File: config.mk
export PLATFORM = sky130hd
export DESIGN_NAME = pcatb_timebase
export DESIGN_NICKNAME = d
export VERILOG_FILES = /design/src/pcatb_pkg.sv /design/src/pcatb_timebase.sv /design/src/pcatb_edge_sync.sv /design/src/pcatb_prescale.sv
export SDC_FILE = /design/constraint.sdc
export NUM_CORES = 1
export LEC_CHECK = 0
export ABC_AREA = 0
export BUFFER_PORTS_ARGS = -buffer_cell sky130_fd_sc_hd__buf_4
export CAP_MARGIN = 30
export CORE_UTILIZATION = 45
export DETAILED_ROUTE_END_ITERATION = 16
export GPL_TIMING_DRIVEN = 0
export PLACE_DENSITY = 0.73
export SYNTH_ARGS = -nofsm -noshare
export SYNTH_HDL_FRONTEND = slang
export SYNTH_HIERARCHICAL = 1
export SYNTH_SLANG_ARGS = --single-unit
File: constraint.sdc
create_clock -name clk -period 2.05 [get_ports clk]
set_input_delay 0.3075 -clock clk [delete_from_list [all_inputs] [get_ports clk]]
set_output_delay 0.3075 -clock clk [all_outputs]
set_load 0.02 [all_outputs]
File: src/pcatb_pkg.sv
// Constants for the counter array time base: register map, fields, codes.
// Assumes a byte-wide special-function-register bus with a page select.
package pcatb_pkg;

  // ****************************************
  // Register addresses and pages
  // ****************************************
  localparam logic [7:0] ADDR_RELOAD_LOW = 8'hCE;
  localparam logic [7:0] ADDR_RELOAD_HIGH = 8'hCF;
  localparam logic [7:0] ADDR_CONTROL = 8'hD8;
  localparam logic [7:0] ADDR_MODE = 8'hD9;
  localparam logic [7:0] ADDR_COUNT_LOW = 8'hE9;
  localparam logic [7:0] ADDR_PWM_AUX6 = 8'hF2;
  localparam logic [7:0] ADDR_PWM_AUX7 = 8'hF3;
  localparam logic [7:0] ADDR_COUNT_HIGH = 8'hF9;
  localparam logic [3:0] PAGE_MAIN = 4'h0;
  localparam logic [3:0] PAGE_AUX = 4'h1;

  // ****************************************
  // Field positions
  // ****************************************
  localparam int CTRL_OVERFLOW_FLAG = 7;
  localparam int CTRL_COUNTER_RUN = 6;
  localparam int MODE_IDLE_GATE = 7;
  localparam int MODE_PAIR45 = 6;
  localparam int MODE_PAIR23 = 5;
  localparam int MODE_PAIR01 = 4;
  localparam int MODE_SEL_HI = 3;
  localparam int MODE_SEL_LO = 1;
  localparam int MODE_OVF_IRQ_EN = 0;
  localparam int AUX_EVENT_FLAG = 3;
  localparam logic [7:0] AUX_WRITE_MASK = 8'hCF;

  // ****************************************
  // Reset values and counter limit
  // ****************************************
  localparam logic [7:0] RESET_BYTE = 8'h00;
  localparam logic [15:0] RESET_COUNT = 16'h0000;
  localparam logic [15:0] COUNT_MAX = 16'hFFFF;

  // ****************************************
  // Tick source codes and dividers
  // ****************************************
  localparam logic [2:0] SRC_DIV12 = 3'h0;
  localparam logic [2:0] SRC_DIV2 = 3'h1;
  localparam logic [2:0] SRC_TIMER0 = 3'h2;
  localparam logic [2:0] SRC_EXT_PIN = 3'h3;
  localparam logic [2:0] SRC_FAST_MIX = 3'h4;
  localparam logic [2:0] SRC_DIV1 = 3'h5;
  localparam logic [2:0] SRC_UART0 = 3'h6;
  localparam logic [2:0] SRC_MASTER_DIV = 3'h7;
  localparam logic [3:0] DIV12_LAST = 4'hB;

endpackage : pcatb_pkg

File: src/pcatb_timebase.sv
// Shared 16-bit auto-reload time base and global control for eight modules.
// Assumes module datapaths supply hit pulses, enables and mode qualifiers.
`timescale 1ns/1ns
`default_nettype none
module pcatb_timebase (
  input wire logic clk,
  input wire logic reset_n,
  input wire logic [7:0] sfr_addr,
  input wire logic [3:0] sfr_page,
  input wire logic sfr_wr,
  input wire logic sfr_rd,
  input wire logic [7:0] sfr_wdata,
  output logic [7:0] sfr_rdata,
  input wire logic cpu_idle,
  input wire logic timer0_overflow,
  input wire logic uart0_rate_gen_overflow,
  input wire logic ext_tick_pin,
  input wire logic fast_mix_source,
  input wire logic master_divider_out,
  input wire logic toggle_pin_enable,
  output logic overflow_toggle_out,
  output logic toggle_pin_o,
  output logic toggle_pin_oe,
  input wire logic [7:0] module_hit,
  input wire logic [7:0] module_irq_enable,
  input wire logic [5:0] module_mode_ok,
  output logic [2:0] pair_buffer_active,
  output logic [15:0] count_value,
  output logic count_tick,
  input wire logic [7:0] module_pin_use,
  input wire logic [7:0] module_pin_drive,
  input wire logic [7:0] module_pin_drive_oe,
  input wire logic [7:0] gpio_out,
  input wire logic [7:0] gpio_oe,
  output logic [7:0] module_pin_o,
  output logic [7:0] module_pin_oe,
  output logic irq
);

  // ****************************************
  // Register bus decode
  // ****************************************
  function automatic logic sfr_hit(input logic [7:0] addr, input logic [3:0] page,
                                   input logic [7:0] want, input logic any_page,
                                   input logic [3:0] want_page);
    sfr_hit = (addr == want) && (any_page || (page == want_page));
  endfunction : sfr_hit

  logic sel_rl;
  logic sel_rh;
  logic sel_ctl;
  logic sel_mode;
  logic sel_cl;
  logic sel_ch;
  logic sel_aux6;
  logic sel_aux7;

  assign sel_rl = sfr_hit(sfr_addr, sfr_page, pcatb_pkg::ADDR_RELOAD_LOW, 1'b1,
                          pcatb_pkg::PAGE_MAIN);
  assign sel_rh = sfr_hit(sfr_addr, sfr_page, pcatb_pkg::ADDR_RELOAD_HIGH, 1'b1,
                          pcatb_pkg::PAGE_MAIN);
  assign sel_ctl = sfr_hit(sfr_addr, sfr_page, pcatb_pkg::ADDR_CONTROL, 1'b0,
                           pcatb_pkg::PAGE_MAIN);
  assign sel_mode = sfr_hit(sfr_addr, sfr_page, pcatb_pkg::ADDR_MODE, 1'b0,
                            pcatb_pkg::PAGE_MAIN);
  assign sel_cl = sfr_hit(sfr_addr, sfr_page, pcatb_pkg::ADDR_COUNT_LOW, 1'b1,
                          pcatb_pkg::PAGE_MAIN);
  assign sel_ch = sfr_hit(sfr_addr, sfr_page, pcatb_pkg::ADDR_COUNT_HIGH, 1'b1,
                          pcatb_pkg::PAGE_MAIN);
  assign sel_aux6 = sfr_hit(sfr_addr, sfr_page, pcatb_pkg::ADDR_PWM_AUX6, 1'b0,
                            pcatb_pkg::PAGE_AUX);
  assign sel_aux7 = sfr_hit(sfr_addr, sfr_page, pcatb_pkg::ADDR_PWM_AUX7, 1'b0,
                            pcatb_pkg::PAGE_AUX);

  logic [7:0] reload_low_q;
  logic [7:0] reload_high_q;
  logic [7:0] mode_q;
  logic counter_run_q;
  logic overflow_flag_q;
  logic [5:0] event_flag_q;
  logic [7:0] aux6_q;
  logic [7:0] aux7_q;
  logic [15:0] count_q;
  logic toggle_q;
  logic [7:0] rdata_q;

  always_ff @(posedge clk) begin
    if (!reset_n) begin
      reload_low_q <= pcatb_pkg::RESET_BYTE;
      reload_high_q <= pcatb_pkg::RESET_BYTE;
      mode_q <= pcatb_pkg::RESET_BYTE;
    end else if (sfr_wr) begin
      if (sel_rl) begin
        reload_low_q <= sfr_wdata;
      end
      if (sel_rh) begin
        reload_high_q <= sfr_wdata;
      end
      if (sel_mode) begin
        mode_q <= sfr_wdata;
      end
    end
  end

  // ****************************************
  // Tick source selection
  // ****************************************
  logic tick_div12;
  logic tick_div2;
  logic ext_fall;
  logic mix_rise;
  logic mdo_rise;
  logic tick_sel;

  pcatb_prescale u_prescale (
    .clk(clk),
    .reset_n(reset_n),
    .tick_div12(tick_div12),
    .tick_div2(tick_div2)
  );

  pcatb_edge_sync u_ext_sync (
    .clk(clk),
    .reset_n(reset_n),
    .async_in(ext_tick_pin),
    .rise(),
    .fall(ext_fall)
  );

  pcatb_edge_sync u_mix_sync (
    .clk(clk),
    .reset_n(reset_n),
    .async_in(fast_mix_source),
    .rise(mix_rise),
    .fall()
  );

  pcatb_edge_sync u_mdo_sync (
    .clk(clk),
    .reset_n(reset_n),
    .async_in(master_divider_out),
    .rise(mdo_rise),
    .fall()
  );

  always_comb begin
    case (mode_q[pcatb_pkg::MODE_SEL_HI:pcatb_pkg::MODE_SEL_LO])
      pcatb_pkg::SRC_DIV12: tick_sel = tick_div12;
      pcatb_pkg::SRC_DIV2: tick_sel = tick_div2;
      pcatb_pkg::SRC_TIMER0: tick_sel = timer0_overflow;
      pcatb_pkg::SRC_EXT_PIN: tick_sel = ext_fall;
      pcatb_pkg::SRC_FAST_MIX: tick_sel = mix_rise;
      pcatb_pkg::SRC_DIV1: tick_sel = 1'b1;
      pcatb_pkg::SRC_UART0: tick_sel = uart0_rate_gen_overflow;
      pcatb_pkg::SRC_MASTER_DIV: tick_sel = mdo_rise;
      default: tick_sel = 1'b0;
    endcase
  end

  // ****************************************
  // Counter
  // ****************************************
  logic count_en;
  logic overflow;
  logic count_wr;

  assign count_en = tick_sel & counter_run_q & ~(mode_q[pcatb_pkg::MODE_IDLE_GATE] & cpu_idle);
  assign overflow = count_en & (count_q == pcatb_pkg::COUNT_MAX);
  assign count_wr = sfr_wr & (sel_cl | sel_ch);

  always_ff @(posedge clk) begin
    if (!reset_n) begin
      count_q <= pcatb_pkg::RESET_COUNT;
    end else if (count_wr) begin
      if (sel_cl) begin
        count_q[7:0] <= sfr_wdata;
      end
      if (sel_ch) begin
        count_q[15:8] <= sfr_wdata;
      end
    end else if (overflow) begin
      count_q <= {reload_high_q, reload_low_q};
    end else if (count_en) begin
      count_q <= count_q + 16'h0001;
    end
  end

  always_ff @(posedge clk) begin
    if (!reset_n) begin
      toggle_q <= 1'b0;
    end else if (overflow) begin
      toggle_q <= ~toggle_q;
    end
  end

  logic toggle_oe_q;
  always_ff @(posedge clk) begin
    if (!reset_n) begin
      toggle_oe_q <= 1'b0;
    end else begin
      toggle_oe_q <= toggle_pin_enable;
    end
  end

  assign overflow_toggle_out = toggle_q;
  assign toggle_pin_o = toggle_q;
  assign toggle_pin_oe = toggle_oe_q;
  assign count_value = count_q;
  assign count_tick = count_en;

  // ****************************************
  // Control register and flags
  // ****************************************
  always_ff @(posedge clk) begin
    if (!reset_n) begin
      counter_run_q <= 1'b0;
    end else if (sfr_wr && sel_ctl) begin
      counter_run_q <= sfr_wdata[pcatb_pkg::CTRL_COUNTER_RUN];
    end
  end

  always_ff @(posedge clk) begin
    if (!reset_n) begin
      overflow_flag_q <= 1'b0;
    end else if (overflow) begin
      overflow_flag_q <= 1'b1;
    end else if (sfr_wr && sel_ctl) begin
      overflow_flag_q <= sfr_wdata[pcatb_pkg::CTRL_OVERFLOW_FLAG];
    end
  end

  always_ff @(posedge clk) begin
    if (!reset_n) begin
      event_flag_q <= 6'h00;
    end else if (sfr_wr && sel_ctl) begin
      event_flag_q <= sfr_wdata[5:0] | module_hit[5:0];
    end else begin
      event_flag_q <= event_flag_q | module_hit[5:0];
    end
  end

  // Module 6 and 7 aux flags.
  always_ff @(posedge clk) begin
    if (!reset_n) begin
      aux6_q <= pcatb_pkg::RESET_BYTE;
      aux7_q <= pcatb_pkg::RESET_BYTE;
    end else begin
      if (sfr_wr && sel_aux6) begin
        aux6_q <= sfr_wdata & pcatb_pkg::AUX_WRITE_MASK;
      end
      if (module_hit[6]) begin
        aux6_q[pcatb_pkg::AUX_EVENT_FLAG] <= 1'b1;
      end
      if (sfr_wr && sel_aux7) begin
        aux7_q <= sfr_wdata & pcatb_pkg::AUX_WRITE_MASK;
      end
      if (module_hit[7]) begin
        aux7_q[pcatb_pkg::AUX_EVENT_FLAG] <= 1'b1;
      end
    end
  end

  // ****************************************
  // Interrupt request, buffer pairs, pins
  // ****************************************
  logic [7:0] all_flags;
  logic irq_q;
  logic [2:0] pair_q;
  logic [7:0] pin_o_q;
  logic [7:0] pin_oe_q;

  assign all_flags = {aux7_q[pcatb_pkg::AUX_EVENT_FLAG], aux6_q[pcatb_pkg::AUX_EVENT_FLAG],
                      event_flag_q};

  always_ff @(posedge clk) begin
    if (!reset_n) begin
      irq_q <= 1'b0;
    end else begin
      irq_q <= (overflow_flag_q & mode_q[pcatb_pkg::MODE_OVF_IRQ_EN]) |
               (|(all_flags & module_irq_enable));
    end
  end
  assign irq = irq_q;

  always_ff @(posedge clk) begin
    if (!reset_n) begin
      pair_q <= 3'h0;
    end else begin
      pair_q[0] <= mode_q[pcatb_pkg::MODE_PAIR01] & module_mode_ok[0] & module_mode_ok[1];
      pair_q[1] <= mode_q[pcatb_pkg::MODE_PAIR23] & module_mode_ok[2] & module_mode_ok[3];
      pair_q[2] <= mode_q[pcatb_pkg::MODE_PAIR45] & module_mode_ok[4] & module_mode_ok[5];
    end
  end
  assign pair_buffer_active = pair_q;

  always_ff @(posedge clk) begin
    if (!reset_n) begin
      pin_o_q <= 8'h00;
      pin_oe_q <= 8'h00;
    end else begin
      pin_o_q <= (module_pin_use & module_pin_drive) | (~module_pin_use & gpio_out);
      pin_oe_q <= (module_pin_use & module_pin_drive_oe) | (~module_pin_use & gpio_oe);
    end
  end
  assign module_pin_o = pin_o_q;
  assign module_pin_oe = pin_oe_q;

  // ****************************************
  // Read data
  // ****************************************
  always_ff @(posedge clk) begin
    if (!reset_n) begin
      rdata_q <= 8'h00;
    end else if (sfr_rd) begin
      if (sel_rl) begin
        rdata_q <= reload_low_q;
      end else if (sel_rh) begin
        rdata_q <= reload_high_q;
      end else if (sel_ctl) begin
        rdata_q <= {overflow_flag_q, counter_run_q, event_flag_q};
      end else if (sel_mode) begin
        rdata_q <= mode_q;
      end else if (sel_cl) begin
        rdata_q <= count_q[7:0];
      end else if (sel_ch) begin
        rdata_q <= count_q[15:8];
      end else if (sel_aux6) begin
        rdata_q <= aux6_q;
      end else if (sel_aux7) begin
        rdata_q <= aux7_q;
      end else begin
        rdata_q <= 8'h00;
      end
    end
  end
  assign sfr_rdata = rdata_q;

  // ****************************************
  // Assertions
  // ****************************************
  property p_reload;
    @(posedge clk) disable iff (!reset_n)
    (overflow && !count_wr) |=> (count_q == $past({reload_high_q, reload_low_q}));
  endproperty
  a_reload: assert property (p_reload) else $error("counter did not reload");

  property p_ovf_flag;
    @(posedge clk) disable iff (!reset_n)
    overflow |=> overflow_flag_q ##1 (irq || !$past(mode_q[pcatb_pkg::MODE_OVF_IRQ_EN]));
  endproperty
  a_ovf_flag: assert property (p_ovf_flag) else $error("overflow flag not set");

  property p_toggle;
    @(posedge clk) disable iff (!reset_n)
    overflow |=> (toggle_q != $past(toggle_q));
  endproperty
  a_toggle: assert property (p_toggle) else $error("toggle did not flip");

  property p_pin_oe;
    @(posedge clk) disable iff (!reset_n)
    toggle_pin_oe == $past(toggle_pin_enable);
  endproperty
  a_pin_oe: assert property (p_pin_oe) else $error("toggle pin enable wrong");

  property p_stopped;
    @(posedge clk) disable iff (!reset_n)
    (!counter_run_q && !count_wr) |=> $stable(count_q);
  endproperty
  a_stopped: assert property (p_stopped) else $error("counter ran while stopped");

  property p_idle;
    @(posedge clk) disable iff (!reset_n)
    (mode_q[pcatb_pkg::MODE_IDLE_GATE] && cpu_idle && !count_wr) |=> $stable(count_q);
  endproperty
  a_idle: assert property (p_idle) else $error("counter ran in idle");

  property p_ext_edge;
    @(posedge clk) disable iff (!reset_n)
    (counter_run_q && !cpu_idle && !count_wr && count_q != pcatb_pkg::COUNT_MAX &&
     mode_q[3:1] == pcatb_pkg::SRC_EXT_PIN && ext_fall) |=> (count_q == $past(count_q) + 16'h0001);
  endproperty
  a_ext_edge: assert property (p_ext_edge) else $error("external edge not counted");

  property p_event;
    @(posedge clk) disable iff (!reset_n)
    module_hit[0] |=> event_flag_q[0];
  endproperty
  a_event: assert property (p_event) else $error("module flag not set");

  property p_aux_event;
    @(posedge clk) disable iff (!reset_n)
    module_hit[6] |=> aux6_q[pcatb_pkg::AUX_EVENT_FLAG];
  endproperty
  a_aux_event: assert property (p_aux_event) else $error("module 6 flag not set");

  property p_irq_mask;
    @(posedge clk) disable iff (!reset_n)
    (all_flags == 8'h00 && !mode_q[pcatb_pkg::MODE_OVF_IRQ_EN]) |=> !irq;
  endproperty
  a_irq_mask: assert property (p_irq_mask) else $error("masked interrupt raised");

  property p_pair;
    @(posedge clk) disable iff (!reset_n)
    !(module_mode_ok[0] && module_mode_ok[1]) |=> !pair_buffer_active[0];
  endproperty
  a_pair: assert property (p_pair) else $error("pair buffer active without modes");

endmodule : pcatb_timebase
`default_nettype wire

File: src/pcatb_edge_sync.sv
// Two-stage synchroniser with rise and fall detection.
// Assumes the input is asynchronous to clk.
`timescale 1ns/1ns
`default_nettype none
module pcatb_edge_sync (
  input wire logic clk,
  input wire logic reset_n,
  input wire logic async_in,
  output logic rise,
  output logic fall
);

  logic meta_q;
  logic sync_q;
  logic last_q;

  always_ff @(posedge clk) begin
    if (!reset_n) begin
      meta_q <= 1'b0;
      sync_q <= 1'b0;
      last_q <= 1'b0;
    end else begin
      meta_q <= async_in;
      sync_q <= meta_q;
      last_q <= sync_q;
    end
  end

  assign rise = sync_q & ~last_q;
  assign fall = ~sync_q & last_q;

endmodule : pcatb_edge_sync
`default_nettype wire

File: src/pcatb_prescale.sv
// Fixed dividers of the system clock into one-cycle tick pulses.
// Assumes the system tick equals clk.
`timescale 1ns/1ns
`default_nettype none
module pcatb_prescale (
  input wire logic clk,
  input wire logic reset_n,
  output logic tick_div12,
  output logic tick_div2
);

  logic [3:0] div12_q;
  logic div2_q;

  always_ff @(posedge clk) begin
    if (!reset_n) begin
      div12_q <= 4'h0;
    end else if (div12_q == pcatb_pkg::DIV12_LAST) begin
      div12_q <= 4'h0;
    end else begin
      div12_q <= div12_q + 4'h1;
    end
  end

  always_ff @(posedge clk) begin
    if (!reset_n) begin
      div2_q <= 1'b0;
    end else begin
      div2_q <= ~div2_q;
    end
  end

  assign tick_div12 = (div12_q == pcatb_pkg::DIV12_LAST);
  assign tick_div2 = div2_q;

endmodule : pcatb_prescale
`default_nettype wire

==> impl_metrics.csv <==
group,metric,value,unit
setup_path,cpMostUsedCell,"buf_6",
power_and_ir_drop,p_leak,3.24,nW
clock_tree,hold_buffers,0,
status,status,"complete, but fails checks",
status,violations,"negative setup slack",
drt,ant_nets,0,
yosys,synth_area,5190,µm²
layout,diodes,0,
timing,period_needed,2230,ps
grt,grt.total_usage,0.298,
setup_path,cp-end-kind,"primary output",
run,maxCapViolations,0,
die,die_x,109,µm
place,placed_area,6390,µm²
timing,max_freq,0.448,GHz
setup_path,arrival,1920,ps
power_and_ir_drop,max-vdd-ir-drop,0.000519,V
place,dp_hpwl,12.9,mm
timing,setup_slack,-180,ps
layout,fin_nets,822,
layout,syn_to_final_growth,39.3,%
timing,min_period_over_period,1.09,
layout,fin_cells,872,
place,globalplace.congestion,0.948,
drt,wl_per_cell,20.1,µm
clock_tree,numCtsBuffers,9,
timing,setup_viol,17,
setup_path,worstPathMaxFanout,4,
grt,grt_pass1_wl,26.1,mm
die,coreArea,11000,µm²
min_path,hp-class,"in2reg",
timing,rsz0062_at_grt,"yes",
timing,worst_hold_slack,150,ps
clock_tree,worstSkewPairLatency,350,ps
die,start_util,0.471,
timing,worst_pin_slew,836,ps
drt,firstDrtPassIters,5,
clock_tree,path_clk_slew,70,ps
grt,antenna_found_initial,0,
setup_path,cp-startpoint,"u_prescale/div12_q[1]",
drt,vias,5144,
setup_path,slowest_stage,"dfxtp_2",
power_and_ir_drop,p_per_area,637,nW/µm²
setup_path,critical_path_required,1740,ps
drt,wl,17.6,mm
setup_path,worstSetupPathType,"reg2out",
setup_path,start_kind,"flop",
timing,fin_tns_setup,-1240,ps
clock_tree,cts_tree,"yes",
setup_path,path_cells,"ha_4, and3b_2, mux2_4, o31ai_4, buf_6, nor3_4, buf_6",
die,row_count,38,
timing,finalHoldViolCount,0,
yosys,synthCells,560,
setup_path,path_buf_inv,2,
timing,skew,6.68,ps
die,ioPinCount,141,
setup_path,crit_family,"flip-flops",
place,numPlacedInstances,837,
clock_tree,cts-root-buf,"clkbuf_16",
yosys,postSynthAreaPerCell,9.27,µm²
setup_path,cpPeakStageDelay,340,ps
drt,drtIter0Drc,348,
drt,drc_errors,0,
drt,viasPerCell,5.90,
place,pre_cts_slack,-344,ps
die,fp.dieH,109,µm
setup_path,r2r-start,"u_prescale/div12_q[1]",
die,die_area,12000,µm²
clock_tree,clk_path_buf_depth,2,
min_path,holdCritStartpoint,"ext_tick_pin",
layout,drive_gt1_frac,0.357,
yosys,synthesis.nets,655,
layout,final_cell_area,7230,µm²
timing,slew_viol_final,0,
yosys,yosys_warnings,6,
grt,grt_overflow,0,
clock_tree,htreeDepth,3,
grt,grt_max_degree,19,
timing,max-slew-margin-rel,0.443,
place,place.port_buffers,136,
grt,grt_pass1_vias,4951,
clock_tree,clkSinkCount,104,
## metrics by stage
stage	util	total power, mW
after floorplan	-	2.35
after global placement	0.579	2.61
after detailed placement	0.579	2.62
after CTS	0.625	4.62
after global routing	0.655	4.76
final	0.655	4.61
## placed cells by master, fill, tap and decap left out, types with 9 or more instances in the layout
cell type,n
a21oi_1,22
and2_1,12
buf_4,152
buf_6,9
clkbuf_1,17
clkbuf_16,11
dfxtp_1,88
dfxtp_2,10
inv_1,21
mux2i_1,74
nand2_1,22
nand3_1,11
nor2_1,73
nor2b_1,9
nor3_1,9
o21ai_0,15
## report_power, final
group	switching (mW)	internal (mW)
Sequential	0.0328	2.07
Combinational	0.251	0.238
Clock	0.811	1.21
Total	1.09	3.51
## layer usage
metal	track usage	vias up	wire (µm)
met5	0	-	0
met4	0.157	0	764
met2	0.470	305	7970
li1	-	2379	-
met1	0.392	2414	7110
met3	0.0474	46	1710
## area by class of cell
| cell class | count | area, µm² |
|---|---|---|
| plain buffers | 32 | 194 |
| clock buffers | 9 | 225 |
| clock inverters | 7 | 124 |
| fillers | 908 | 3800 |
| inverters | 21 | 78.8 |
| multi-input cells | 401 | 3080 |
| flip-flops and latches | 104 | 2120 |
| well taps | 140 | 175 |
| repair buffers | 158 | 1240 |
## sequential cells by signal (all words and copies together), names as in the netlist, 3 cells and up
signal,count
sfr_rdata,8
count_value,16
reload_high_q,8
mode_q,8
u_prescale/div12_q,4
aux6_q,6
aux7_q,6
module_pin_o,8
pair_buffer_active,3
event_flag_q,6
reload_low_q,8
module_pin_oe,8
## worst reg2reg max path, delay by kind of cell (launching register included)
kind,cells,cell delay [ps]
AO/OA/AOI/OAI,2,560
adder cells (fa/ha/maj),1,160
multiplexers,1,280
AND/OR/NAND/NOR,2,240
buffers and inverters,3,500
flip-flops,1,340
## worst paths after layout
kind,cells past startpoint,end,slack [ps]
worst min-delay path,2,u_ext_sync/meta_q,150
worst min register to register,1,u_prescale/tick_div2,410
worst max-delay path,7,count_tick,-180
worst max register to register,9,count_value[12],-150
## repair_timing
item                       4_1_cts  5_1_grt
resized for setup               26       57
setup buffers                   10       12
cloned                           0        2
pin swaps                       11       20
setup endpoints to repair       19       22
Power figures use the tool's default switching activity.
